===== config.mk =====
export PLATFORM = sky130hd
export DESIGN_NAME = spwm_top
export DESIGN_NICKNAME = d
export VERILOG_FILES = /design/src/hw/spwm_pkg.sv /design/src/hw/spwm_top.sv
export SDC_FILE = /design/constraint.sdc
export NUM_CORES = 2
export LEC_CHECK = 0
export BUFFER_PORTS_ARGS = -buffer_cell sky130_fd_sc_hd__buf_4
export CAP_MARGIN = 0
export CORE_MARGIN = 4
export CORE_UTILIZATION = 30
export CTS_BUF_LIST = sky130_fd_sc_hd__clkbuf_8
export DETAILED_ROUTE_END_ITERATION = 7
export PLACE_DENSITY = 0.42
export SYNTH_ARGS = -nofsm -noshare
export SYNTH_HDL_FRONTEND = slang
export SYNTH_SLANG_ARGS = --single-unit

===== constraint.sdc =====
create_clock -name CORE_CLK -period 18.01 [get_ports CORE_CLK]
set_clock_uncertainty 0.15 [all_clocks]
set_input_delay 1.801 -clock CORE_CLK [delete_from_list [all_inputs] [get_ports CORE_CLK]]
set_output_delay 1.801 -clock CORE_CLK [all_outputs]
set_load 0.03 [all_outputs]

===== src/hw/spwm_pkg.sv =====
// Constants for the scalable pulse-width channel block
package spwm_pkg;
    // ------------------------------------------------------------
    // Register indices; byte address is four times the index
    // ------------------------------------------------------------
    localparam logic [5:0] IDX_ENABLE = 6'h00;
    localparam logic [5:0] IDX_POLARITY = 6'h01;
    localparam logic [5:0] IDX_SCALED_CHOICE = 6'h02;
    localparam logic [5:0] IDX_PRESCALE = 6'h03;
    localparam logic [5:0] IDX_CENTRE = 6'h04;
    localparam logic [5:0] IDX_CTRL = 6'h05;
    localparam logic [5:0] IDX_BASE_PAIR = 6'h06;
    localparam logic [5:0] IDX_SCALE_ONE = 6'h08;
    localparam logic [5:0] IDX_SCALE_TWO = 6'h09;
    localparam logic [5:0] IDX_COUNT0 = 6'h0C;
    localparam logic [5:0] IDX_PERIOD0 = 6'h14;
    localparam logic [5:0] IDX_DUTY0 = 6'h1C;
    localparam logic [5:0] IDX_LAST = 6'h27;
    // ------------------------------------------------------------
    // Field layout and write masks
    // ------------------------------------------------------------
    localparam int FIRST_PRESCALE_LSB = 0;
    localparam int SECOND_PRESCALE_LSB = 4;
    localparam int JOIN_LSB = 4;
    localparam int WAIT_STOP_BIT = 3;
    localparam int FREEZE_STOP_BIT = 2;
    localparam logic [7:0] PRESCALE_WMASK = 8'h77;
    localparam logic [7:0] CTRL_WMASK = 8'hFC;
    localparam logic [7:0] REG_RESET = 8'h00;
    // ------------------------------------------------------------
    // Bus answers
    // ------------------------------------------------------------
    localparam logic [1:0] RESP_OKAY = 2'h0;
    localparam logic [1:0] RESP_SLVERR = 2'h2;
    localparam int MAX_CH = 8;
endpackage : spwm_pkg


===== src/hw/spwm_top.sv =====
// Scalable pulse-width channels with an AXI4-Lite register slave
// Functional notes
// - Two, four, six or eight channels are built, added in pairs from channel zero.
// - Every channel has its own counter and its own period and duty values.
// - Written period and duty take effect when the counter reaches zero or the channel is off.
// - Each channel has an enable bit that starts or stops its waveform.
// - Each channel selects whether the duty portion is driven high or low.
// - Each channel runs left aligned or centre aligned.
// - Adjacent channels can be joined into one 16-bit channel.
// - Four clock sources exist and each channel may pick any of them.
// - In wait mode the prescaler stops only when the wait stop bit is one.
// - In freeze mode the prescaler stops only when the freeze stop bit is one.
// - Reserved bits read zero and ignore writes.
// - Registers sit at fixed offsets from a base chosen at integration.
// - Each present channel drives its own output pin.
// - An enabled waveform starts at the next cycle of the selected clock source.
// - In a joined pair the low-order byte enable rules and the other output stays off.
// - With all present channels off the prescaler counter stops.
//
// Register access over AXI4-Lite was chosen for this implementation.
`timescale 1ns/10ps
module spwm_top import spwm_pkg::*; #(
    parameter int NUM_CH = 8
) (
    // Clock and reset
    input wire logic CORE_CLK,
    input wire logic RST,
    // Write address and data
    input wire logic [7:0] S_AXI_AWADDR,
    input wire logic S_AXI_AWVALID,
    output logic S_AXI_AWREADY,
    input wire logic [31:0] S_AXI_WDATA,
    input wire logic [3:0] S_AXI_WSTRB,
    input wire logic S_AXI_WVALID,
    output logic S_AXI_WREADY,
    // Write response
    output logic [1:0] S_AXI_BRESP,
    output logic S_AXI_BVALID,
    input wire logic S_AXI_BREADY,
    // Read
    input wire logic [7:0] S_AXI_ARADDR,
    input wire logic S_AXI_ARVALID,
    output logic S_AXI_ARREADY,
    output logic [31:0] S_AXI_RDATA,
    output logic [1:0] S_AXI_RRESP,
    output logic S_AXI_RVALID,
    input wire logic S_AXI_RREADY,
    // Low power modes
    input wire logic WAIT_MODE,
    input wire logic FREEZE_MODE,
    // Waveform pins
    output logic [7:0] PWM_OUT
);
    // ------------------------------------------------------------
    // Registers
    // ------------------------------------------------------------
    localparam logic [7:0] CH_MASK = 8'((16'h0001 << NUM_CH) - 16'h0001);
    logic [7:0] en_q, pol_q, sclk_q, prdiv_q, cae_q, ctl_q, ab_q;
    logic [7:0] scl_q [2];
    logic [7:0] per_q [MAX_CH];
    logic [7:0] dty_q [MAX_CH];
    logic [7:0] per_a [MAX_CH];
    logic [7:0] dty_a [MAX_CH];
    logic [7:0] cnt_q [MAX_CH];
    logic [7:0] dir_q, en_act_q, out_q, tick, cnt_clr;
    logic wr_fire, rd_fire, bvalid_q, rvalid_q;
    logic [1:0] bresp_q, rresp_q;
    logic [31:0] rdata_q;
    logic [7:0] rd_d;
    logic [5:0] widx, ridx;
    logic [2:0] rsub;

    assign widx = S_AXI_AWADDR[7:2];
    assign ridx = S_AXI_ARADDR[7:2];
    assign rsub = 3'(ridx[2:0] - IDX_COUNT0[2:0]);
    assign S_AXI_AWREADY = S_AXI_AWVALID && S_AXI_WVALID && !bvalid_q;
    assign S_AXI_WREADY = S_AXI_AWREADY;
    assign S_AXI_ARREADY = !rvalid_q;
    assign wr_fire = S_AXI_AWREADY;
    assign rd_fire = S_AXI_ARVALID && !rvalid_q;
    assign S_AXI_BVALID = bvalid_q;
    assign S_AXI_BRESP = bresp_q;
    assign S_AXI_RVALID = rvalid_q;
    assign S_AXI_RRESP = rresp_q;
    assign S_AXI_RDATA = rdata_q;
    assign PWM_OUT = out_q;

    // ------------------------------------------------------------
    // Register writes
    // ------------------------------------------------------------
    always_ff @(posedge CORE_CLK or posedge RST) begin
        if (RST) begin
            en_q <= REG_RESET;
            pol_q <= REG_RESET;
            sclk_q <= REG_RESET;
            prdiv_q <= REG_RESET;
            cae_q <= REG_RESET;
            ctl_q <= REG_RESET;
            ab_q <= REG_RESET;
            scl_q <= '{default: REG_RESET};
            per_q <= '{default: REG_RESET};
            dty_q <= '{default: REG_RESET};
        end else if (wr_fire && S_AXI_WSTRB[0]) begin
            if (widx == IDX_ENABLE) begin
                en_q <= S_AXI_WDATA[7:0] & CH_MASK;
            end else if (widx == IDX_POLARITY) begin
                pol_q <= S_AXI_WDATA[7:0] & CH_MASK;
            end else if (widx == IDX_SCALED_CHOICE) begin
                sclk_q <= S_AXI_WDATA[7:0] & CH_MASK;
            end else if (widx == IDX_PRESCALE) begin
                prdiv_q <= S_AXI_WDATA[7:0] & PRESCALE_WMASK;
            end else if (widx == IDX_CENTRE) begin
                cae_q <= S_AXI_WDATA[7:0] & CH_MASK;
            end else if (widx == IDX_CTRL) begin
                ctl_q <= S_AXI_WDATA[7:0] & CTRL_WMASK;
            end else if (widx == IDX_BASE_PAIR) begin
                ab_q <= S_AXI_WDATA[7:0] & CH_MASK;
            end else if (widx == IDX_SCALE_ONE || widx == IDX_SCALE_TWO) begin
                scl_q[widx[0]] <= S_AXI_WDATA[7:0];
            end else if (widx >= IDX_PERIOD0 && widx < IDX_DUTY0) begin
                per_q[widx[2:0] - IDX_PERIOD0[2:0]] <= S_AXI_WDATA[7:0];
            end else if (widx >= IDX_DUTY0 && widx <= IDX_DUTY0 + 6'h07) begin
                dty_q[widx[2:0] - IDX_DUTY0[2:0]] <= S_AXI_WDATA[7:0];
            end
        end
    end

    // ------------------------------------------------------------
    // Bus answers
    // ------------------------------------------------------------
    always_comb begin
        rd_d = 8'h00;
        if (ridx == IDX_ENABLE) begin
            rd_d = en_q;
        end else if (ridx == IDX_POLARITY) begin
            rd_d = pol_q;
        end else if (ridx == IDX_SCALED_CHOICE) begin
            rd_d = sclk_q;
        end else if (ridx == IDX_PRESCALE) begin
            rd_d = prdiv_q;
        end else if (ridx == IDX_CENTRE) begin
            rd_d = cae_q;
        end else if (ridx == IDX_CTRL) begin
            rd_d = ctl_q;
        end else if (ridx == IDX_BASE_PAIR) begin
            rd_d = ab_q;
        end else if (ridx == IDX_SCALE_ONE || ridx == IDX_SCALE_TWO) begin
            rd_d = scl_q[ridx[0]];
        end else if (ridx >= IDX_COUNT0 && ridx < IDX_PERIOD0) begin
            rd_d = CH_MASK[rsub] ? cnt_q[rsub] : 8'h00;
        end else if (ridx >= IDX_PERIOD0 && ridx < IDX_DUTY0) begin
            rd_d = CH_MASK[rsub] ? per_q[rsub] : 8'h00;
        end else if (ridx >= IDX_DUTY0 && ridx <= IDX_DUTY0 + 6'h07) begin
            rd_d = CH_MASK[rsub] ? dty_q[rsub] : 8'h00;
        end
    end

    always_ff @(posedge CORE_CLK or posedge RST) begin
        if (RST) begin
            bvalid_q <= 1'b0;
            bresp_q <= RESP_OKAY;
            rvalid_q <= 1'b0;
            rresp_q <= RESP_OKAY;
            rdata_q <= 32'h00000000;
        end else begin
            if (wr_fire) begin
                bvalid_q <= 1'b1;
                bresp_q <= (widx > IDX_LAST) ? RESP_SLVERR : RESP_OKAY;
            end else if (S_AXI_BREADY) begin
                bvalid_q <= 1'b0;
            end
            if (rd_fire) begin
                rvalid_q <= 1'b1;
                rresp_q <= (ridx > IDX_LAST) ? RESP_SLVERR : RESP_OKAY;
                rdata_q <= {24'h000000, rd_d};
            end else if (S_AXI_RREADY) begin
                rvalid_q <= 1'b0;
            end
        end
    end

    // ------------------------------------------------------------
    // Prescaler and clock sources
    // ------------------------------------------------------------
    logic pre_run;
    logic [6:0] pre_q, msk_a, msk_b;
    logic [1:0] base_tick, scl_tick;
    logic [7:0] scnt_q [2];
    logic [1:0] shalf_q;

    assign pre_run = |(en_q & CH_MASK)
        && !(WAIT_MODE && ctl_q[WAIT_STOP_BIT])
        && !(FREEZE_MODE && ctl_q[FREEZE_STOP_BIT]);
    assign msk_a = 7'((8'h01 << prdiv_q[FIRST_PRESCALE_LSB +: 3]) - 8'h01);
    assign msk_b = 7'((8'h01 << prdiv_q[SECOND_PRESCALE_LSB +: 3]) - 8'h01);
    assign base_tick[0] = pre_run && ((pre_q & msk_a) == msk_a);
    assign base_tick[1] = pre_run && ((pre_q & msk_b) == msk_b);

    always_ff @(posedge CORE_CLK or posedge RST) begin
        if (RST) begin
            pre_q <= 7'h00;
        end else if (pre_run) begin
            pre_q <= pre_q + 7'h01;
        end
    end

    for (genvar k = 0; k < 2; k++) begin : g_scale
        logic last;
        assign last = (scnt_q[k] == 8'(scl_q[k] - 8'h01));
        assign scl_tick[k] = base_tick[k] && last && shalf_q[k];
        always_ff @(posedge CORE_CLK or posedge RST) begin
            if (RST) begin
                scnt_q[k] <= 8'h00;
                shalf_q[k] <= 1'b0;
            end else if (base_tick[k]) begin
                scnt_q[k] <= last ? 8'h00 : scnt_q[k] + 8'h01;
                if (last) begin
                    shalf_q[k] <= !shalf_q[k];
                end
            end
        end
    end

    // ------------------------------------------------------------
    // Counter step: returns {reload, down, count}
    // ------------------------------------------------------------
    function automatic logic [17:0] pwm_step(input logic [15:0] c, input logic [15:0] pr,
                                             input logic dn, input logic ctr);
        logic [16:0] nx;
        nx = {1'b0, c} + 17'h00001;
        pwm_step = {1'b0, dn, 16'(nx)};
        if (!ctr) begin
            if (nx >= {1'b0, pr}) begin
                pwm_step = {1'b1, 1'b0, 16'h0000};
            end
        end else if (!dn) begin
            if (nx > {1'b0, pr}) begin
                pwm_step = (c == 16'h0000) ? {1'b1, 1'b0, 16'h0000} : {1'b0, 1'b1, 16'(c - 16'h0001)};
            end
        end else if (c <= 16'h0001) begin
            pwm_step = {1'b1, 1'b0, 16'h0000};
        end else begin
            pwm_step = {1'b0, 1'b1, 16'(c - 16'h0001)};
        end
    endfunction : pwm_step

    // Duty test; in centre mode the peak and down samples include the duty value
    function automatic logic duty_on(input logic [15:0] c, input logic [15:0] d,
                                     input logic [15:0] pr, input logic dn, input logic ctr);
        duty_on = (c < d) || (ctr && (dn || c == pr) && c == d);
    endfunction : duty_on

    // ------------------------------------------------------------
    // Channel pairs
    // ------------------------------------------------------------
    for (genvar i = 0; i < MAX_CH; i++) begin : g_src
        logic base_sel;
        assign base_sel = ab_q[i] ^ i[1];
        assign tick[i] = sclk_q[i] ? scl_tick[base_sel] : base_tick[base_sel];
        assign cnt_clr[i] = wr_fire && S_AXI_WSTRB[0] && (widx == IDX_COUNT0 + 6'(i));
    end

    for (genvar p = 0; p < MAX_CH / 2; p++) begin : g_pair
        localparam int E = 2 * p;
        localparam int O = 2 * p + 1;
        logic cat;
        logic [1:0] en_eff;
        logic [17:0] r16;
        logic [17:0] r8 [2];
        logic [15:0] c16, d16, p16;
        logic [7:0] pcnt_q [2];
        logic [7:0] pper_q [2];
        logic [7:0] pdty_q [2];
        logic [1:0] pdir_q, pact_q, pout_q, hit8;
        logic hit16;
        assign cat = ctl_q[JOIN_LSB + p];
        assign c16 = {pcnt_q[0], pcnt_q[1]};
        assign d16 = {pdty_q[0], pdty_q[1]};
        assign p16 = {pper_q[0], pper_q[1]};
        assign r16 = pwm_step(c16, p16, pdir_q[1], cae_q[O]);
        assign r8[0] = pwm_step({8'h00, pcnt_q[0]}, {8'h00, pper_q[0]}, pdir_q[0], cae_q[E]);
        assign r8[1] = pwm_step({8'h00, pcnt_q[1]}, {8'h00, pper_q[1]}, pdir_q[1], cae_q[O]);
        assign hit16 = duty_on(c16, d16, p16, pdir_q[1], cae_q[O]);
        assign hit8[0] = duty_on({8'h00, pcnt_q[0]}, {8'h00, pdty_q[0]}, {8'h00, pper_q[0]},
            pdir_q[0], cae_q[E]);
        assign hit8[1] = duty_on({8'h00, pcnt_q[1]}, {8'h00, pdty_q[1]}, {8'h00, pper_q[1]},
            pdir_q[1], cae_q[O]);
        assign en_eff[0] = en_q[E] && !cat;
        assign en_eff[1] = en_q[O];
        for (genvar h = 0; h < 2; h++) begin : g_pub
            assign cnt_q[E + h] = pcnt_q[h];
            assign per_a[E + h] = pper_q[h];
            assign dty_a[E + h] = pdty_q[h];
            assign dir_q[E + h] = pdir_q[h];
            assign en_act_q[E + h] = pact_q[h];
            assign out_q[E + h] = pout_q[h];
        end

        always_ff @(posedge CORE_CLK or posedge RST) begin
            if (RST) begin
                pcnt_q <= '{default: 8'h00};
                pper_q <= '{default: 8'h00};
                pdty_q <= '{default: 8'h00};
                pdir_q <= 2'b00;
                pact_q <= 2'b00;
                pout_q <= 2'b00;
            end else begin
                for (int j = 0; j < 2; j++) begin
                    if (!en_eff[j]) begin
                        pact_q[j] <= 1'b0;
                    end else if (tick[E + j]) begin
                        pact_q[j] <= 1'b1;
                    end
                end
                if (cat) begin
                    if (!pact_q[1] || cnt_clr[E] || cnt_clr[O]) begin
                        {pcnt_q[0], pcnt_q[1]} <= 16'h0000;
                        pdir_q[1] <= 1'b0;
                        {pper_q[0], pper_q[1]} <= {per_q[E], per_q[O]};
                        {pdty_q[0], pdty_q[1]} <= {dty_q[E], dty_q[O]};
                    end else if (tick[O]) begin
                        {pcnt_q[0], pcnt_q[1]} <= r16[15:0];
                        pdir_q[1] <= r16[16];
                        if (r16[17]) begin
                            {pper_q[0], pper_q[1]} <= {per_q[E], per_q[O]};
                            {pdty_q[0], pdty_q[1]} <= {dty_q[E], dty_q[O]};
                        end
                    end
                    pout_q[0] <= 1'b0;
                    pout_q[1] <= pact_q[1] && (hit16 ? pol_q[O] : !pol_q[O]);
                end else begin
                    for (int j = 0; j < 2; j++) begin
                        if (!pact_q[j] || cnt_clr[E + j]) begin
                            pcnt_q[j] <= 8'h00;
                            pdir_q[j] <= 1'b0;
                            pper_q[j] <= per_q[E + j];
                            pdty_q[j] <= dty_q[E + j];
                        end else if (tick[E + j]) begin
                            pcnt_q[j] <= r8[j][7:0];
                            pdir_q[j] <= r8[j][16];
                            if (r8[j][17]) begin
                                pper_q[j] <= per_q[E + j];
                                pdty_q[j] <= dty_q[E + j];
                            end
                        end
                        pout_q[j] <= pact_q[j]
                            && (hit8[j] ? pol_q[E + j] : !pol_q[E + j]);
                    end
                end
            end
        end
    end
endmodule : spwm_top


==> flow_summary.toml <==
[yosys]
ys_async_sr_fraction_pct = 100
syn-cell-area_um2 = 33300
synth_top_family_by_area = "compound AO/OA/AOI/OAI gates"
synthCells = 3518
synth_cell_types = 92
synth_compound_area_share_pct = 16.6
synth_mux_area_share_pct = 16.0
seq_area_frac_synth_pct = 33.8
synth.avg_cell_area_um2 = 9.46
yosys.area_share.simple_pct = 15.0
synthAdderAreaFrac_pct = 7.41
synth_edf_count = 0
yosysWarnings = 0
synth-xor-area-share_pct = 5.87
synth-seq-cells = 449
synth_ff_type = "dfrtp_1"

[timing]
layout_setup_ws_ps = 11750
fmaxAchievable_ghz = 0.160
grt_setup_unrepaired = "no"
setup_viol = 0
report.final.slew_viol_count = 0
max-slew-margin-rel_pct = 20.1
hold_violations = 0
fin_crit_sh_pct = 34.7
fin_crit_ps = 6260
fin_setup_tns_ps = 0
worst_pin_slew_ps = 1190

[floorplanning]
start_util_pct = 30.4
die_area_um2 = 116000
die_height_um = 341
fp-row-count = 121
io_pins = 110
coreArea_um2 = 109000
die_w_um = 341

[placement]
pre_cts_ws_ps = 11660
dp_hpwl_um = 92600
io_buffers = 52
gp_congestion = 0.864
placed_area_um2 = 35000

[clocking]
post_cts_buffers = 0
postCtsHoldBufs = 0
cts.reportedPaths.clkPinSlew_ps = 50
clockBufferDepth = 3
insertion_delay_ps = 730
cts_tree = "yes"
cts_inserted_buffers = 94
clock_sinks = 449
htreeDepth = 3
cts_root_buf = "clkbuf_8"
post_cts_resize_count = 0

[detailed_routing]
wl_per_cell_um = 24.7
num_vias = 27578
drt_iter0_markers = 1968
routed_wl_um = 125000
avgViaCountPerCell = 5.45
dr.pass1.iters = 6
ant_nets = 0
drc = 0

[grt]
grt_use_total_pct = 21.2
grt_pass1_wl_um = 187000
grt.overflow.total = 0
antenna_found_initial = 4
grt_max_degree = 146
grt_pass1_vias = 27360

[setup_path]
cp-start-kind = "flop"
crit_required_ps = 18420
path_class = "flop to flop"
crit_path_end_kind = "flop"
arrival_ps = 6670
path_max_fanout = 16

[final_layout]
nets = 3766
area_delta_synth_final_pct = 10.9
finalInstanceArea_um2 = 36900
drive_above_1_share_pct = 18.8
nFillCells = 11397

[status]
outcome = "completed"

[power]
power.leakage_uw = 0.0169
finalPower_uw = 2810
ir_worst_vdd_v = 0.0000462
p_per_area_nw_per_um2 = 76.2

[min_path]
min_path_type = "flop to flop"

[job]
cap_viol_max_count = 0
## report_power, final
group | internal [µW] | switching, µW
Sequential | 1060 | 66.3
Clock | 637 | 512
Combinational | 201 | 336
## worst paths after layout
| path | start | endpoint | slack, ps | depth (start not counted) |
|---|---|---|---|---|
| worst max-delay path | cnt_q[40]$_DFFE_PP0P_ | dty_a[34]$_DFFE_PP0P_ | 11750 | 16 |
| worst min-delay path | pre_q[5]$_DFFE_PP0P_ | pre_q[5]$_DFFE_PP0P_ | 320 | 1 |
| worst max register to register | cnt_q[40]$_DFFE_PP0P_ | dty_a[34]$_DFFE_PP0P_ | 11750 | 16 |
| worst min register to register | pre_q[5]$_DFFE_PP0P_ | pre_q[5]$_DFFE_PP0P_ | 320 | 1 |
| max in group asynchronous | RST | g_pair[0].p16[12]$_DFFE_PP0P_ | 13450 | 5 |
| min in group asynchronous | RST | g_pair[3].pact_q[0]$_DFFE_PP0P_ | 1110 | 2 |
## layout by cell type (no fill, tap or decap), types with 106 or more instances in the layout
cell type / netlist / routed
a21oi_1: 141 / 141
clkbuf_8: 0 / 116
dfrtp_1: 449 / 449
ha_1: 197 / 197
inv_1: 213 / 235
mux2_2: 323 / 323
nand2_1: 261 / 261
nand3_1: 106 / 106
nor2_1: 212 / 212
o21ai_0: 156 / 156
xnor2_1: 119 / 119
## per-layer routing
layer | share of wire, % | wire [µm] | vias up | track usage, %
met5 | 0.025 | 31 | - | 0
met4 | 2.2 | 2780 | 6 | 5.55
met3 | 4.5 | 5680 | 149 | 2.91
met2 | 44 | 55400 | 678 | 32.7
met1 | 49 | 61200 | 13866 | 31.0
li1 | - | - | 12879 | -
## flip-flops by register name, summed over array words and instances (netlist names), 16 cells and up
name        flops
scl_q          16
scnt_q         16
cnt_q          64
dty_q          64
g_pair.p16     64
per_q          64
dty_a          64
## worst max-delay path: stages, from the launching register on
cell and delay, ps:
dfrtp_1 740, ha_1 460, nand3_1 330, nor2_1 270
and2_1 250, nand2_1 90, xnor2_1 170, ha_1 390
nand3_1 130, nor4_1 470, nor3_1 100, a211o_1 430
o21ai_1 640, o21bai_1 240, o31a_1 170, nand2b_1 640
mux2_2 410
## final cells by class
class | instances | area [µm²] | area share [%]
Antenna cell | 2 | 5.00 | 0.0136
Clock buffer | 116 | 1600 | 4.33
Clock inverter | 52 | 345 | 0.936
Inverter | 214 | 811 | 2.20
Multi-Input combinational cell | 2661 | 20400 | 55.2
Sequential cell | 449 | 11200 | 30.5
Tap cell | 1476 | 1850 | 5.00
Timing Repair Buffer | 88 | 673 | 1.82
## through the flow
| step | hold slack [ps] | util (%) | std cells |
|---|---|---|---|
| after detailed placement | 316 | 31.9 | 4888 |
| after global placement | 313 | 31.9 | 4888 |
| after CTS | 326 | 33.7 | 5056 |
| after floorplan | 292 | - | 3543 |
| final | 324 | 33.7 | 5058 |
| after global routing | 337 | 33.7 | 5057 |
## logic make-up after synthesis
| kind of cell | Yosys count |
|---|---|
| buffers and inverters | 433 |
| other | 1 |
| flip-flops | 449 |
| multiplexers | 417 |
| adder cells (fa/ha/maj) | 197 |
| XOR/XNOR | 223 |
| AO/OA/AOI/OAI | 799 |
| AND/OR/NAND/NOR | 999 |
## cell usage after synthesis (11+ instances only)
library cell  instances  area share [%]
and2_1               25            0.47
nand2b_1             44            0.83
nor4_1               43            0.81
inv_1               213             2.4
nand4_1              52            0.98
a31oi_1              31            0.58
or3_1                19            0.36
buf_1                18            0.20
o31a_1               13            0.34
a21o_1               42            0.95
a22oi_1              24            0.54
ha_1                197             7.4
nor2b_1              40            0.75
o21a_1               42            0.95
mux4_2               56             3.8
a22o_1               17            0.45
o221ai_1             19            0.50
o31ai_1              21            0.47
nor3b_1              19            0.43
a32oi_1              12            0.32
clkbuf_1            155             1.7
a221oi_1             21            0.55
nand3_1             106             1.6
nand2_1             261             2.9
buf_4                28            0.63
mux2i_1              25            0.75
mux2_2              323              11
o21ai_0             156             2.3
dfrtp_1             449              34
nor2_1              212             2.4
o22ai_1              38            0.71
buf_2                14            0.21
a211o_1              12            0.32
a32o_1               11            0.33
xor2_1              104             2.7
xnor2_1             119             3.1
o211ai_1             35            0.79
a21oi_1             141             2.1
or2_2                24            0.45
a211oi_1             35            0.79
and3_1               47            0.88
nor3_1               61            0.92
a21boi_0             13            0.29
Power figures use the tool's default switching activity.
